[config.mk]
export PLATFORM = sky130hd
export DESIGN_NAME = dsi_core
export DESIGN_NICKNAME = d
export VERILOG_FILES = /design/src/hdl/dsi_pkg.sv /design/src/hdl/dsi_core.sv /design/src/hdl/dsi_fifo.sv
export VERILOG_INCLUDE_DIRS = /design/src /design/src/hdl
export SDC_FILE = /design/constraint.sdc
export NUM_CORES = 1
export LEC_CHECK = 0
export ABC_AREA = 1
export BUFFER_PORTS_ARGS = -buffer_cell sky130_fd_sc_hd__buf_2
export CAP_MARGIN = 0
export CORE_UTILIZATION = 60
export DETAILED_ROUTE_END_ITERATION = 8
export GPL_ROUTABILITY_DRIVEN = 0
export PLACE_DENSITY = 0.78
export SYNTH_ARGS = -nofsm -noshare
export SYNTH_HDL_FRONTEND = slang
export SYNTH_SLANG_ARGS = --single-unit
[constraint.sdc]
create_clock -name i_clk -period 8.4 [get_ports i_clk]
set_clock_uncertainty 0.1 [all_clocks]
set_input_delay 0.42 -clock i_clk [delete_from_list [all_inputs] [get_ports i_clk]]
set_output_delay 0.42 -clock i_clk [all_outputs]
set_load 0.005 [all_outputs]
[src/hdl/dsi_defines.svh]
// What this block does
// - Four banks; Active takes bank from bank selects, row from address lines.
// - Each read beat moves one byte per core clock on the data pins as one whole transfer.
// - Read or Write address picks starting column within the opened row.
// - Data and strobe pins stay undriven until a read drives them.
// - Precharge all after locking puts device in all banks idle.
// - Load with both bank selects low writes main register, kept until reload.
// - DLL reset bit clears itself and is not retained.
// - Main register fields: length A0-A2, order A3, latency A4-A6, mode A7-A12.
// - Burst length codes 001, 010, 011 mean two, four, eight.
// - Order bit zero is sequential, one is interleaved.
// - Latency codes 010, 101, 110, optional 011; others reserved.
// - Operating mode all zeros is normal; others reserved.
// - Burst length applies to reads, writes and both orders as maximum; a write here pushes one word only.
// - Bursts wrap inside an aligned block as large as the burst.
// - Interleaved XORs start bits with beat; sequential increments modulo length.
// - First read data appears latency clocks after the read edge; here a half clock of latency is dropped.
// - Load with A8 set and other mode bits clear resets DLL, stores A0-A6.
// - Load with bank select zero high and bank select one low writes extended register; bit 0 DLL.
`ifndef DSI_DEFINES_SVH
`define DSI_DEFINES_SVH
`define DSI_BL_LSB 0
`define DSI_BT_BIT 3
`define DSI_CL_LSB 4
`define DSI_DLLRST_BIT 8
`define DSI_MODE_LSB 7
`define DSI_PRE_ALL_BIT 10
`define DSI_EXT_DLL_BIT 0
`define DSI_MAIN_RESET 13'h0000
`define DSI_EXT_RESET 13'h0001
`define DSI_BL2 3'h1
`define DSI_BL4 3'h2
`define DSI_BL8 3'h3
`define DSI_CL2 3'h2
`define DSI_CL3 3'h3
`define DSI_CL25 3'h5
`define DSI_CL15 3'h6
`define DSI_LOCK_CYCLES 8'hC8
`define DSI_REFRESH_NEEDED 2'h2
`endif

[src/hdl/dsi_pkg.sv]
package dsi_pkg;
  typedef enum logic [2:0] {
    DSI_CMD_NOP = 3'h7,
    DSI_CMD_ACT = 3'h3,
    DSI_CMD_RD = 3'h5,
    DSI_CMD_WR = 3'h4,
    DSI_CMD_PRE = 3'h2,
    DSI_CMD_REF = 3'h1,
    DSI_CMD_LOAD = 3'h0
  } dsi_cmd_e;
  typedef enum logic [2:0] {
    DSI_ST_POWERUP = 3'h0,
    DSI_ST_EXT_DONE = 3'h1,
    DSI_ST_LOCKING = 3'h3,
    DSI_ST_IDLE_WAIT = 3'h2,
    DSI_ST_REFRESH = 3'h6,
    DSI_ST_READY = 3'h7
  } dsi_state_e;
endpackage

[src/hdl/dsi_core.sv]
`timescale 1ns/1ps
`include "dsi_defines.svh"
module dsi_core import dsi_pkg::*; (
  input wire logic i_clk,
  input wire logic i_reset_n,
  input wire logic i_cke,
  input wire logic [2:0] i_cmd,
  input wire logic i_bank_select_bit_zero,
  input wire logic i_bank_select_bit_one,
  input wire logic [12:0] i_address_lines,
  input wire logic [15:0] i_wdata,
  output logic o_wready,
  output logic [31:0] o_rdata_word,
  output logic o_rdata_valid,
  input wire logic i_rdata_ready,
  output logic [7:0] o_dq_out,
  output logic o_dq_oe,
  output logic o_dqs_out,
  output logic o_dqs_oe,
  output logic [1:0] o_bank_q,
  output logic [12:0] o_row_q,
  output logic [9:0] o_column_q,
  output logic [2:0] o_burst_length_field,
  output logic o_burst_order_field,
  output logic [2:0] o_read_latency_field,
  output logic o_dll_enabled,
  output logic o_dll_reset_pulse,
  output logic o_all_idle,
  output logic o_init_done,
  output logic o_reserved_code,
  output logic o_early_access_err
);
  dsi_state_e state_q;
  dsi_state_e state_d;
  logic [12:0] burst_latency_config_q;
  logic [12:0] extended_config_register_q;
  logic [12:0] row_q [4];
  logic [1:0] bank_q;
  logic [9:0] col_q;
  logic [3:0] beat_q;
  logic [3:0] lat_cnt_q;
  logic [7:0] lock_q;
  logic [1:0] ref_q;
  logic dll_rst_q;
  logic err_q;
  logic rd_busy_q;
  logic [3:0] open_q;
  logic [2:0] col_lo;
  logic [15:0] burst_word;
  logic [15:0] fifo_data;
  logic fifo_valid;
  logic fifo_ready;

  function automatic logic [3:0] beats_of(input logic [2:0] code);
    unique case (code)
      `DSI_BL2: beats_of = 4'h2;
      `DSI_BL4: beats_of = 4'h4;
      `DSI_BL8: beats_of = 4'h8;
      default: beats_of = 4'h0;
    endcase
  endfunction

  // Latency 2.5 counts as two whole clocks; the pins add no half clock either.
  function automatic logic [3:0] lat_of(input logic [2:0] code);
    unique case (code)
      `DSI_CL15: lat_of = 4'h1;
      `DSI_CL2: lat_of = 4'h2;
      `DSI_CL25: lat_of = 4'h2;
      `DSI_CL3: lat_of = 4'h3;
      default: lat_of = 4'h2;
    endcase
  endfunction

  wire [1:0] bank_in = {i_bank_select_bit_one, i_bank_select_bit_zero};
  wire [2:0] bl_code = burst_latency_config_q[`DSI_BL_LSB +: 3];
  wire bt_bit = burst_latency_config_q[`DSI_BT_BIT];
  wire [2:0] cl_code = burst_latency_config_q[`DSI_CL_LSB +: 3];
  wire [5:0] mode_bits = burst_latency_config_q[12:`DSI_MODE_LSB];
  wire [3:0] burst_beats = beats_of(bl_code);
  wire cmd_take = i_cke;
  wire is_load = cmd_take && i_cmd == DSI_CMD_LOAD;
  wire load_main = is_load && bank_in == 2'h0;
  wire load_ext = is_load && bank_in == 2'h1;
  wire dll_reset_req = load_main && i_address_lines[`DSI_DLLRST_BIT]
    && i_address_lines[7] == 1'b0
    && i_address_lines[12:9] == 4'h0;
  wire is_act = cmd_take && i_cmd == DSI_CMD_ACT;
  wire is_rd = cmd_take && i_cmd == DSI_CMD_RD;
  wire is_wr = cmd_take && i_cmd == DSI_CMD_WR;
  wire is_pre = cmd_take && i_cmd == DSI_CMD_PRE;
  wire is_ref = cmd_take && i_cmd == DSI_CMD_REF;
  wire pre_all = is_pre && i_address_lines[`DSI_PRE_ALL_BIT];
  wire access = is_rd || is_wr;
  wire [2:0] beat_mask = burst_beats == 4'h8 ? 3'h7 :
    burst_beats == 4'h4 ? 3'h3 : 3'h1;
  wire [2:0] beat_idx = beat_q[2:0];
  wire [2:0] start_lo = col_q[2:0];
  // Interleaved order flips address bits by beat; sequential adds beat.
  wire [2:0] seq_lo = start_lo + beat_idx;
  wire [2:0] ilv_lo = start_lo ^ beat_idx;
  wire [2:0] walk_lo = bt_bit ? ilv_lo : seq_lo;
  // Bits above the block come from the start address, so the burst
  // wraps inside its aligned block instead of running into the next one.
  assign col_lo = (start_lo & ~beat_mask) | (walk_lo & beat_mask);
  // Data word stands in for core contents: bank, row bits and column.
  assign burst_word = {bank_q, row_q[bank_q][3:0], col_q[9:3], col_lo};

  always_comb
  begin
    state_d = state_q;
    unique case (state_q)
      DSI_ST_POWERUP:
      begin
        if (load_ext)
        begin
          state_d = DSI_ST_EXT_DONE;
        end
      end
      DSI_ST_EXT_DONE:
      begin
        if (dll_reset_req)
        begin
          state_d = DSI_ST_LOCKING;
        end
      end
      // A precharge that comes before the lock count ends is ignored.
      DSI_ST_LOCKING:
      begin
        if (lock_q == `DSI_LOCK_CYCLES && pre_all)
        begin
          state_d = DSI_ST_IDLE_WAIT;
        end
      end
      DSI_ST_IDLE_WAIT:
      begin
        if (is_ref)
        begin
          state_d = DSI_ST_REFRESH;
        end
      end
      DSI_ST_REFRESH:
      begin
        if (ref_q == `DSI_REFRESH_NEEDED && load_main
          && !i_address_lines[`DSI_DLLRST_BIT])
        begin
          state_d = DSI_ST_READY;
        end
      end
      DSI_ST_READY: state_d = DSI_ST_READY;
      default: state_d = DSI_ST_POWERUP;
    endcase
  end

  always_ff @(posedge i_clk or negedge i_reset_n)
  begin
    if (!i_reset_n)
    begin
      state_q <= DSI_ST_POWERUP;
      burst_latency_config_q <= `DSI_MAIN_RESET;
      extended_config_register_q <= `DSI_EXT_RESET;
      dll_rst_q <= 1'b0;
      lock_q <= 8'h0;
      ref_q <= 2'h0;
      err_q <= 1'b0;
    end
    else
    begin
      state_q <= state_d;
      if (load_main)
      begin
        burst_latency_config_q <= {i_address_lines[12:9], 1'b0,
          i_address_lines[7:0]};
      end
      if (load_ext)
      begin
        extended_config_register_q <= i_address_lines;
      end
      // The reset bit is never stored; this pulse is all that is left of it.
      dll_rst_q <= dll_reset_req;
      // The counter saturates, so a late precharge still ends the wait.
      if (dll_reset_req)
      begin
        lock_q <= 8'h0;
      end
      else if (lock_q != `DSI_LOCK_CYCLES)
      begin
        lock_q <= lock_q + 8'h1;
      end
      if (is_ref && ref_q != `DSI_REFRESH_NEEDED)
      begin
        ref_q <= ref_q + 2'h1;
      end
      // The flag is sticky so that software may look at it late.
      if (access && state_q != DSI_ST_READY)
      begin
        err_q <= 1'b1;
      end
    end
  end

  always_ff @(posedge i_clk or negedge i_reset_n)
  begin
    if (!i_reset_n)
    begin
      for (int b = 0; b < 4; b++)
      begin
        row_q[b] <= 13'h0;
      end
      open_q <= 4'h0;
      bank_q <= 2'h0;
      col_q <= 10'h0;
      beat_q <= 4'h0;
      lat_cnt_q <= 4'h0;
      rd_busy_q <= 1'b0;
    end
    else
    begin
      // Rows are kept per bank so that a later access finds its open row.
      if (is_act)
      begin
        row_q[bank_in] <= i_address_lines;
        open_q[bank_in] <= 1'b1;
      end
      if (is_pre)
      begin
        open_q <= pre_all ? 4'h0 : open_q & ~(4'h1 << bank_in);
      end
      // A new access while a read is busy is dropped, not queued.
      if (access && state_q == DSI_ST_READY && !rd_busy_q)
      begin
        bank_q <= bank_in;
        col_q <= i_address_lines[9:0];
        beat_q <= 4'h0;
        lat_cnt_q <= lat_of(cl_code) - 4'h1;
        rd_busy_q <= is_rd;
      end
      else if (rd_busy_q)
      begin
        if (lat_cnt_q != 4'h0)
        begin
          lat_cnt_q <= lat_cnt_q - 4'h1;
        end
        else if (fifo_ready)
        begin
          beat_q <= beat_q + 4'h1;
          rd_busy_q <= beat_q + 4'h1 < burst_beats;
        end
      end
    end
  end

  wire drive_now = rd_busy_q && lat_cnt_q == 4'h0;
  // A write while a read burst is busy is ignored, like any new access.
  wire wr_push = is_wr && state_q == DSI_ST_READY && !rd_busy_q;
  // Pins are released whenever no read beat is on the bus.
  always_ff @(posedge i_clk or negedge i_reset_n)
  begin
    if (!i_reset_n)
    begin
      o_dq_out <= 8'h0;
      o_dq_oe <= 1'b0;
      o_dqs_out <= 1'b0;
      o_dqs_oe <= 1'b0;
    end
    else
    begin
      o_dq_oe <= drive_now && fifo_ready;
      o_dqs_oe <= drive_now && fifo_ready;
      o_dqs_out <= drive_now && fifo_ready && !beat_q[0];
      o_dq_out <= burst_word[7:0];
    end
  end

  // Core word pairs each FIFO entry with its inverse; FIFO absorbs back-pressure.
  dsi_fifo #(.WIDTH(16), .DEPTH(32)) u_fifo (
    .i_clk(i_clk),
    .i_reset_n(i_reset_n),
    .i_valid(drive_now || wr_push),
    .o_ready(fifo_ready),
    .i_data(drive_now ? burst_word : i_wdata),
    .o_valid(fifo_valid),
    .i_ready(i_rdata_ready),
    .o_data(fifo_data)
  );

  assign o_rdata_word = {fifo_data, ~fifo_data};
  assign o_rdata_valid = fifo_valid;
  assign o_wready = fifo_ready;
  assign o_bank_q = bank_q;
  assign o_row_q = row_q[bank_q];
  assign o_column_q = col_q;
  assign o_burst_length_field = bl_code;
  assign o_burst_order_field = bt_bit;
  assign o_read_latency_field = cl_code;
  assign o_dll_enabled = !extended_config_register_q[`DSI_EXT_DLL_BIT];
  assign o_dll_reset_pulse = dll_rst_q;
  assign o_all_idle = open_q == 4'h0;
  assign o_init_done = state_q == DSI_ST_READY;
  // Reserved codes are only reported; the block still runs with them.
  assign o_reserved_code = burst_beats == 4'h0 || mode_bits != 6'h0
    || !(cl_code inside {`DSI_CL2, `DSI_CL3, `DSI_CL25, `DSI_CL15});
  assign o_early_access_err = err_q;
endmodule // dsi_core

[src/hdl/dsi_fifo.sv]
`timescale 1ns/1ps
module dsi_fifo #(
  parameter int WIDTH = 16,
  parameter int DEPTH = 32
) (
  input wire logic i_clk,
  input wire logic i_reset_n,
  input wire logic i_valid,
  output logic o_ready,
  input wire logic [WIDTH-1:0] i_data,
  output logic o_valid,
  input wire logic i_ready,
  output logic [WIDTH-1:0] o_data
);
  localparam int AW = $clog2(DEPTH);
  logic [WIDTH-1:0] mem_q [DEPTH];
  logic [AW-1:0] wr_q;
  logic [AW-1:0] rd_q;
  logic [AW:0] cnt_q;
  wire push = i_valid && o_ready;
  wire pop = o_valid && i_ready;
  assign o_ready = cnt_q != (AW+1)'(DEPTH);
  assign o_valid = cnt_q != '0;
  assign o_data = mem_q[rd_q];
  always_ff @(posedge i_clk)
  begin
    if (push)
    begin
      mem_q[wr_q] <= i_data;
    end
  end
  always_ff @(posedge i_clk or negedge i_reset_n)
  begin
    if (!i_reset_n)
    begin
      wr_q <= '0;
      rd_q <= '0;
      cnt_q <= '0;
    end
    else
    begin
      if (push)
      begin
        wr_q <= wr_q + 1'b1;
      end
      if (pop)
      begin
        rd_q <= rd_q + 1'b1;
      end
      if (push && !pop)
      begin
        cnt_q <= cnt_q + 1'b1;
      end
      else if (pop && !push)
      begin
        cnt_q <= cnt_q - 1'b1;
      end
    end
  end
endmodule // dsi_fifo

# --- Word level (Yosys, flattened, before mapping) ---
# Memory sizes are Yosys's and may differ from the RTL's.
# Index checks and enable logic that the tools add are counted.
op_classes:
  n_mux: 41
  eq_ne: 32
  n_lt_le_gt_ge: 6
  bitwise: 12
  shifts: 1
  addsub: 10
  reduce_logical: 61
op_table:
  columns: ["cell", "n"]
  rows:
  - ["52-bit bitwise mux", 1]
  - ["4-bit 2-to-1 mux", 11]
  - ["13-bit 2-to-1 mux", 3]
  - ["1-bit logical AND", 30]
  - ["13-bit binary-select mux with 2-bit select", 1]
  - ["13-bit demux with 2-bit select", 1]
  - ["3-bit by 2-bit equality test with 1-bit output, second input constant", 8]
  - ["3-bit 2-to-1 mux", 7]
  - ["3-bit equality test, second input constant", 6]
  - ["3-bit one-hot mux with 6 select lines", 1]
  - ["4-bit zero test", 4]
  - ["16-bit 2-to-1 mux", 1]
  - ["8-bit 2-to-1 mux", 2]
  - ["16-bit NOT", 1]
  - ["2-bit != test, second input constant", 7]
  - ["6-bit 2-to-1 mux", 2]
  - ["4-bit one-hot mux with 3 select lines", 1]
  - ["2-bit nonzero test", 6]
  - ["6-bit nonzero test", 2]
  - ["5-bit by 1-bit adder with 5-bit output, second input constant", 2]
  - ["3-bit by 1-bit equality test with 1-bit output, second input constant", 3]
  - ["8-bit by 1-bit adder with 8-bit output, second input constant", 1]
  - ["8-bit equality test, second input constant", 1]
  - ["8-bit != test, second input constant", 1]
  - ["39 further kinds", 60]
totals:
  register_bits: 131
  n_memories: 1
  output_inout_bits: 83
  wordCells: 187
  input_bits: 38
  ramBits: 512
memory_table:
  columns: ["memory", "depth", "word_bits", "rd", "rd_clocked_by_memory_dff", "wr", "line", "rtl"]
  rows:
  - ["u_fifo.mem_q", 32, 16, 1, 0, 1, "dsi_fifo.sv:16", "logic [WIDTH-1:0] mem_q [DEPTH];"]

# --- Logic depth before layout (Yosys ltp) ---
# Gate-level depths: netlist of run 1.
depth:
  depth_word: 10
  depth_mapped: 19
  ltp_nobuf: 18

# --- Cells and area by module ---
# A second synthesis of run 1 with hierarchy kept.
unflattened:
  cells_unflattened: 2806
  hier_area_um2: 28443.5
modules_own_cells:
  columns: ["mod", "cells_each", "seq_area_each_um2", "instances", "area_per_inst_um2"]
  rows:
  - ["dsi_fifo", 2128, 15775.1, 1, 22706.8]
  - ["dsi_core", 678, 2879.0, 1, 5736.8]

# --- Worst setup path before layout of run 1 ---
# No wires, ideal clock.
synth_timing:
  path_type: "flip-flop to flip-flop"
  from: "register bank_q[0] (netlist: o_bank_q[0])"
  to: "memory u_fifo.mem_q[0][14], data pin"
  t_required_ns: 7.846
  path_buffers: 2
  stages_incl_launch_ff: 5
  t_arrival_ns: 2.205
  slack_ns: 5.641
  period_less_slack_ns: 2.759
  setup_ns: 0.454
  cell_sequence: "dfrtp_1 > buf_2 > clkinv_1 > buf_1 > o21ai_0"
synth_between:
  elab_chain_cells: 1
synth_rtl:
  columns: ["element", "line", "rtl"]
  rows:
  - ["start, declared", "dsi_core.sv:38", "logic [1:0] bank_q;"]
  - ["start signal, assigned", "dsi_core.sv:231", "bank_q <= bank_in;"]
  - ["16-bit 2-to-1 mux", "dsi_core.sv:280", ".i_data(drive_now ? burst_word : i_wdata),"]
  - ["net u_fifo.i_data[14]", "dsi_fifo.sv:10", "input wire logic [WIDTH-1:0] i_data,"]
  - ["end, declared", "dsi_fifo.sv:16", null]
# The timed path passes the listed nets, and every way through them passes these cells.

# --- Worst setup path in the final report of run 1 ---
layout_timing:
  from: "register u_fifo.rd_q[0]"
  to: "output port o_rdata_word[23]"
layout_between:
  elab_chain_cells: 1
layout_rtl:
  columns: ["element", "line", "rtl"]
  rows:
  - ["start, declared", "dsi_fifo.sv:18", "logic [AW-1:0] rd_q;"]
  - ["start signal, assigned", "dsi_fifo.sv:48", "rd_q <= rd_q + 1'b1;"]
  - ["memory read 32 x 16 bit", null, null]
  - ["end, declared", "dsi_core.sv:13", "output logic [31:0] o_rdata_word,"]
# Every way passes these cells.

==> reports/metrics.yaml, run 1 <==
run_status:
  status: "finished clean"
setup_path:
  crit_fanout: 107
  cp-end-kind: "primary output"
  worstPathRequired_ns: 7.88
  worstSetupStartpoint: "u_fifo.rd_q[0]"
  crit_type: "reg2out"
  reg2reg_slack_ns: 5.02
  slowest_stage: "buf_4"
  cp-start-kind: "flip-flop"
  crit_buf_inv: 4
  critPathArrivalTime_ns: 4.64
  r2r-start: "o_bank_q[0]"
  crit_chain: "buf_4, buf_4, nor2_1, nor2_1, o21ai_0, nand3_1, nand3_1, nand2_1, nand2_1, inv_2, buf_2"
  slowest_delay_ns: 0.98
  cpLargestDelayFamily: "buffers and inverters"
clocking:
  cts_buffers: 61
  clock_latency_ns: 0.63
  cts.htree.levels: 2
  clkSinkCount: 643
  cts_tree: "built"
  cts_setup_buffers: 0
  cts_root_buffer: "clkbuf_16"
  cts_resized: 0
  clk_pin_slew_worst_paths_ns: 0.06
  clock_path_buffers: 3
  cts_hold_buffers: 4
job:
  cap_violations: 0
sta:
  drv_slew: 0
  tightest_slew_ns: 1.24
  fin_crit_sh_pct: 61.4
  setup_violations: 0
  fin_setup_tns_ns: 0
  hold_violations: 0
  rsz0062_at_grt: "false"
  max_freq_ghz: 0.194
  holdWs_ns: 0.0369
  slew_headroom_pct: 17.1
  period_minus_slack_ns: 5.16
routing:
  dr.pass1.iters: 6
  highest_layer: "met5"
  wl_met1_um: 26100
  wl_per_cell_um: 20.9
  avgViaCountPerCell: 5.90
  routed_wl_um: 67800
  wl_met2_um: 32300
  drc_errors: 0
  vias: 19100
  ant_nets: 0
  met3WireLength_um: 6820
  drt-initial-drc-count: 2603
place:
  placed_cells: 3119
  io_buffer_count: 120
  hpwl_um: 38200
power_and_ir_drop:
  p_per_area_nw_per_um2: 322
  p_leak_nw: 11.7
  vdd_drop_max_mv: 0.286
  power_mw: 9.68
floorplanning:
  die_width_um: 214
  die_area_um2: 46000
  start_util_pct: 61.1
  core_area_um2: 44300
  rows: 77
  fp.dieH_um: 214
  io-pin-count: 121
synthesis:
  syn_area_um2: 27100
  syn_inst: 2507
  ys_types: 37
  yosys_warnings: 0
  synth-edff-count: 512
  ys_seq_area_share_pct: 68.9
  syn_nets: 2568
  synthFlopType: "edfxtp_1"
  yosys_register_bits: 643
  async_reset_ff_share_pct: 20.4
  avgSynthCellArea_um2: 10.8
grt:
  grt_pass1_vias: 18100
  grt_first_pass_wirelength_um: 104000
  gr-total-overflow: 0
  antenna_found_initial: 1
  grt_usage_pct: 29.6
  grt_max_degree: 172
finish:
  layout.nets: 2655
  diodes: 0
  areaGrowthSynthToFinish_pct: 11.2
  fillers: 3122
  final_cells: 3238
  layout-drive-gt1-share_pct: 11.6
worst_hold_path:
  min_from: "i_address_lines[9]"
  min_path_type: "in2reg"
-- Yosys cell counts (7+ instances only) --
library cell / n / area [µm²]
edfxtp_1: 512 / 15400
nand2_1: 495 / 1860
nor2_1: 434 / 1630
o21ai_0: 295 / 1480
nand3_1: 222 / 1110
dfrtp_1: 130 / 3250
inv_1: 85 / 319
buf_2: 64 / 320
a21oi_1: 47 / 235
clkbuf_1: 45 / 169
buf_4: 22 / 165
ha_1: 21 / 263
o21ai_1: 20 / 100
inv_2: 17 / 63.8
o22ai_1: 14 / 87.6
xor2_1: 12 / 105
buf_1: 10 / 37.5
nand4_1: 8 / 50.1
nor3_1: 8 / 40.0
buf_6: 7 / 78.8
nand2_2: 7 / 43.8
-- power breakdown --
part | internal, mW | leakage, nW | switching, mW
sequential | 3.61 | 6.28 | 0.249
clock | 1.57 | 0.988 | 1.17
combinational | 0.981 | 4.48 | 2.10
total | 6.16 | 11.7 | 3.52
-- layout make-up --
class	instances	area (µm²)	share of cell area (%)
clock buffers	82	1670	5.53
clock inverters	33	337	1.12
well taps	592	741	2.46
repair buffers	172	1010	3.35
inverters	105	403	1.34
multi-input cells	1611	7280	24.2
flip-flops and latches	643	18700	62.0
-- worst min-delay path, delay by kind of cell --
family	cells	cell delay [ns]
simple gates	3	0.18
buf+inv	1	0.10
-- layout by cell type, fill, tap and decap left out, types with 4 or more instances in the layout --
cell	synthesis	final
nand2_1	495	495
nor3_1	8	8
a21oi_1	47	47
nand3_1	222	222
clkbuf_16	0	61
clkbuf_1	45	15
clkbuf_8	0	6
edfxtp_1	512	512
xnor2_1	4	4
dfrtp_1	130	128
inv_2	17	16
xor2_1	12	12
nor2_1	434	426
o21ai_1	20	20
bufinv_16	0	6
o22ai_1	14	14
dlygate4sd3_1	0	4
ha_1	21	21
clkinv_1	2	10
nand2_2	7	7
buf_2	64	119
o21ai_0	295	293
nand4_1	8	8
o221ai_1	4	4
inv_1	85	84
clkinv_2	1	14
buf_4	22	48
nor2_2	2	9
-- kinds of logic (layout without fill, tap and decap cells) --
kind of cell	Yosys count	after routing	share of synthesized area (%)
simple gates	1191	1191	18.0
compound gates	381	381	7.17
flops	643	643	68.9
buf+inv	253	392	4.31
fa+ha+maj	23	23	1.12
xor+xnor	16	16	0.518
-- registers in the layout, indices dropped and copies added, names as in the netlist, 2 cells and up --
signal	cells
u_fifo.mem_q	512
row_q	52
burst_latency_config_q	12
o_column_q	10
lock_q	8
o_dq_out	8
u_fifo.cnt_q	6
u_fifo.rd_q	5
u_fifo.wr_q	5
beat_q	4
lat_cnt_q	4
open_q	4
state_q	3
o_bank_q	2
ref_q	2
-- worst paths after layout --
path / end / depth (start not counted)
worst max-delay path: o_rdata_word[23] / 11
worst min-delay path: o_dll_reset_pulse / 4
worst max register to register: u_fifo.mem_q[17][13] / 6
worst min register to register: o_dq_out[7] / 0
max in group asynchronous: u_fifo.rd_q[0] / 3
min in group asynchronous: state_q[2] / 2
-- through the flow --
| stage | setup WS (ns) | util [%] | cell area, µm² |
|---|---|---|---|
| final | 3.24 | 67.9 | 30100 |
| after global routing | 3.02 | 67.9 | 30100 |
| after CTS | 3.33 | 67.9 | 30100 |
| after detailed placement | 4.02 | 63.3 | 28100 |
| after global placement | 4.13 | 63.3 | 28100 |
| after floorplan | 5.64 | - | 27100 |
-- metal layers --
layer,vias up,GRT usage [%]
met1,9161,40.4
met4,2,11.8
met5,-,0
li1,8726,-
met3,149,5.18
met2,1054,47.8
(Power assumes the default switching activity.)
==> inputs of run 2 (changes only) <==
ABC_AREA = 0   (was 1)
clock period = 4.95 ns   (was 8.4 ns; I/O delays follow)
==> run 2 against run 1 <==
  * Register-to-register slack got worse by 3.5 ns
  * First-iteration DRC count fell by 40%
  * Flip-flop and latch count did not move
  * Via count fell by 22%
  * Routed wire length fell by 10%
  * Global-route usage fell by 1.8 points
  * Critical endpoint is now o_rdata_word[11]
  * Clock power rose by 68%
  * Area after synthesis fell by 2.6%
==> reports/metrics.yaml, run 2 <==
clocking:
  cts_tree: "built"
  clk_pin_slew_worst_paths_ns: 0.07  # about the same
  cts_buffers: 60  # -1.6%
  clkSinkCount: 643  # unchanged
  clock_latency_ns: 0.63  # about the same
  cts.htree.levels: 2  # unchanged
  cts_root_buffer: "clkbuf_16"
  clock_path_buffers: 3  # unchanged
sta:
  hold_violations: 0  # unchanged
  fin_setup_tns_ns: 0  # unchanged
  drv_slew: 0  # unchanged
  tightest_slew_ns: 1.17  # -0.0730 ns
  rsz0062_at_grt: "false"
  period_minus_slack_ns: 3.62
  fin_crit_sh_pct: 73.2
  setup_violations: 0  # unchanged
  max_freq_ghz: 0.276
  slew_headroom_pct: 21.9  # +4.9 points
finish:
  layout-drive-gt1-share_pct: 24.6  # +13 points
  final_common_cell: "edfxtp_1"
  design_area_um2: 29800  # -0.98%
  areaGrowthSynthToFinish_pct: 13.0
  largest_registers: "u_fifo.mem_q x512, row_q x52, burst_latency_config_q x12"
  largest_reg_flops: 512  # unchanged
  layout.nets: 1773  # -33%
  fillers: 2743  # -12%
  multiInputGateArea_um2: 7130  # -2.1%
  diodes: 0  # unchanged
  regArea_um2: 18700  # unchanged
  regMostFlops: "u_fifo.mem_q"
  fin_util_pct: 69.0  # +1.1 points
  final_cell_mix: "edfxtp_1 (512), mux2i_1 (132), dfrtp_1 (128), buf_2 (119), nand2_1 (97)"
routing:
  avgViaCountPerCell: 6.35  # +7.8%
  dr.pass1.iters: 7  # +1
  ant_nets: 0  # unchanged
  drt-initial-drc-count: 1555  # -40%
  vias: 14900  # -22%
  drc_errors: 0  # unchanged
  wl_per_cell_um: 25.9  # +24%
  routed_wl_um: 60700  # -10%
floorplanning:
  start_util_pct: 61.1  # about the same
  rows: 76  # -1.3%
  die_width_um: 212  # -1.3%
  io-pin-count: 121  # unchanged
  fp.dieH_um: 212  # -1.3%
  core_area_um2: 43200  # -2.6%
  die_area_um2: 44800  # -2.5%
setup_path:
  rr_worst_depth: 11  # +5
  reg2reg_slack_ns: 1.51  # -3.51 ns
  r2r-start: "lat_cnt_q[0]"
  cp-start-kind: "flip-flop"
  slowest_stage: "dfrtp_4"
  r2r_end: "u_fifo.cnt_q[5]"
  worstPathRequired_ns: 4.60  # -3.28 ns
  slowest_delay_ns: 0.66  # -0.32 ns
  crit_type: "reg2out"
  cp-end-kind: "primary output"
  crit_fanout: 28  # -74%
  critPathArrivalTime_ns: 3.28  # -1.36 ns
  crit_chain: "buf_4, mux4_2, a22oi_1, and4_1, buf_2"
synthesis:
  avgSynthCellArea_um2: 16.9  # +56%
  synth_top_cell_by_area: "edfxtp_1"
  ys_types: 66  # +78%
  synthFlopType: "edfxtp_1"
  async_reset_ff_share_pct: 20.4  # unchanged
  syn_area_um2: 26400  # -2.6%
  yosys_register_bits: 643  # unchanged
  synth_commonest_cells: "edfxtp_1 (512), mux2i_1 (132), dfrtp_1 (130), nand2_1 (97), a22oi_1 (96)"
  ys_seq_area_share_pct: 70.7  # +1.8 points
  post-synth-top-count-cell: "edfxtp_1"
  syn_inst: 1562  # -38%
  yosys.area.top_type_share_pct: 58.3  # +1.5 points
  synth-edff-count: 512  # unchanged
  yosys_warnings: 0  # unchanged
  synth_area_leaders: "edfxtp_1 (58%), dfrtp_1 (12%), mux4_2 (6.6%), mux2i_1 (5.0%), mux2_2 (2.9%)"
  syn_nets: 1623  # -37%
run_status:
  status: "finished clean"
grt:
  antenna_found_initial: 1  # unchanged
  gr-total-overflow: 0  # unchanged
  grt_first_pass_wirelength_um: 90800  # -12%
  grt_usage_pct: 27.8  # -1.8 points
  grt_pass1_vias: 15000  # -17%
  grt_max_degree: 97  # -44%
worst_hold_path:
  min_path_type: "in2reg"
  hold_depth: 4  # unchanged
  min_from: "i_cmd[2]"
  min_to: "extended_config_register_q[0]"
job:
  cap_violations: 0  # unchanged
power_and_ir_drop:
  p_leak_nw: 10.9  # -7.5%
  vdd_drop_max_mv: 0.411  # +43%
  p_per_area_nw_per_um2: 501  # +56%
place:
  place_area_um2: 27600  # -1.5%
  io_buffer_count: 120  # unchanged
  hpwl_um: 37100  # -2.9%
[run 2: where the power goes]
part | switching, mW | internal (mW) | leakage, nW
sequential | 0.338 | 6.08 | 6.26
combinational | 2.12 | 1.78 | 3.66
clock | 1.92 | 2.69 | 0.942
[run 2: kinds of logic (layout without fill, tap and decap cells)]
kind of cell	Yosys count	in the layout	share of synthesized area, %
flops	643	643	70.7
xor+xnor	22	22	0.731
buf+inv	126	322	2.37
fa+ha+maj	23	23	1.15
simple gates	308	308	6.08
mux	276	276	14.4
compound gates	164	164	4.51
[run 2: worst max-delay path, delay by kind of cell, from the launching register on]
kind / cells / cell delay [ns]
AO/OA/AOI/OAI: 1 / 0.47
buffers and inverters: 2 / 0.66
flip-flops: 1 / 0.66
multiplexers: 1 / 0.57
AND/OR/NAND/NOR: 1 / 0.29
[run 2: worst max path at each step]
stage | end | slack (ns) | start
6_report | o_rdata_word[11] | 1.33 | u_fifo.rd_q[0]
3_3_place_gp | u_fifo.cnt_q[5] | 1.65 | lat_cnt_q[1]
2_1_floorplan | u_fifo.cnt_q[5] | 2.09 | u_fifo.cnt_q[1]
5_1_grt | o_rdata_word[4] | 1.09 | u_fifo.rd_q[0]
3_5_place_dp | u_fifo.cnt_q[5] | 1.51 | lat_cnt_q[0]
4_1_cts | o_rdata_word[11] | 1.24 | u_fifo.rd_q[0]
[run 2: what timing repair did]
action | 4_1_cts | 5_1_grt
hold endpoints to repair | 175 | 0
hold buffers | 21 | 0
setup buffers | 0 | 0
resized for setup | 0 | 0
[run 2: per-stage QoR]
| stage | total power, mW | setup slack, ns | cells | hold WS, ns |
|---|---|---|---|---|
| after floorplan | 9.10 | 2.09 | 1562 | -0.148 |
| after global placement | 10.3 | 1.65 | 2214 | 0.282 |
| after detailed placement | 10.4 | 1.51 | 2214 | 0.298 |
| after CTS | 15.0 | 1.24 | 2343 | 0.0247 |
| after global routing | 15.5 | 1.09 | 2343 | 0.0705 |
| final | 14.9 | 1.33 | 2343 | 0.0594 |
[run 2: final cells by class]
class / instances / share of cell area, %
clock inverters: 29 / 1.23
clock buffers: 79 / 5.38
multi-input cells: 793 / 23.9
flip-flops and latches: 643 / 62.6
repair buffers: 192 / 4.11
well taps: 585 / 2.46
inverters: 22 / 0.277
[run 2: metal layers]
layer / wire length, µm / vias to the layer above / GRT usage (%)
met5: 12 / - / 0
met4: 2180 / 2 / 10.1
met3: 4870 / 156 / 5.46
met2: 30200 / 725 / 45.7
met1: 23400 / 7614 / 37.4
li1: - / 6392 / -
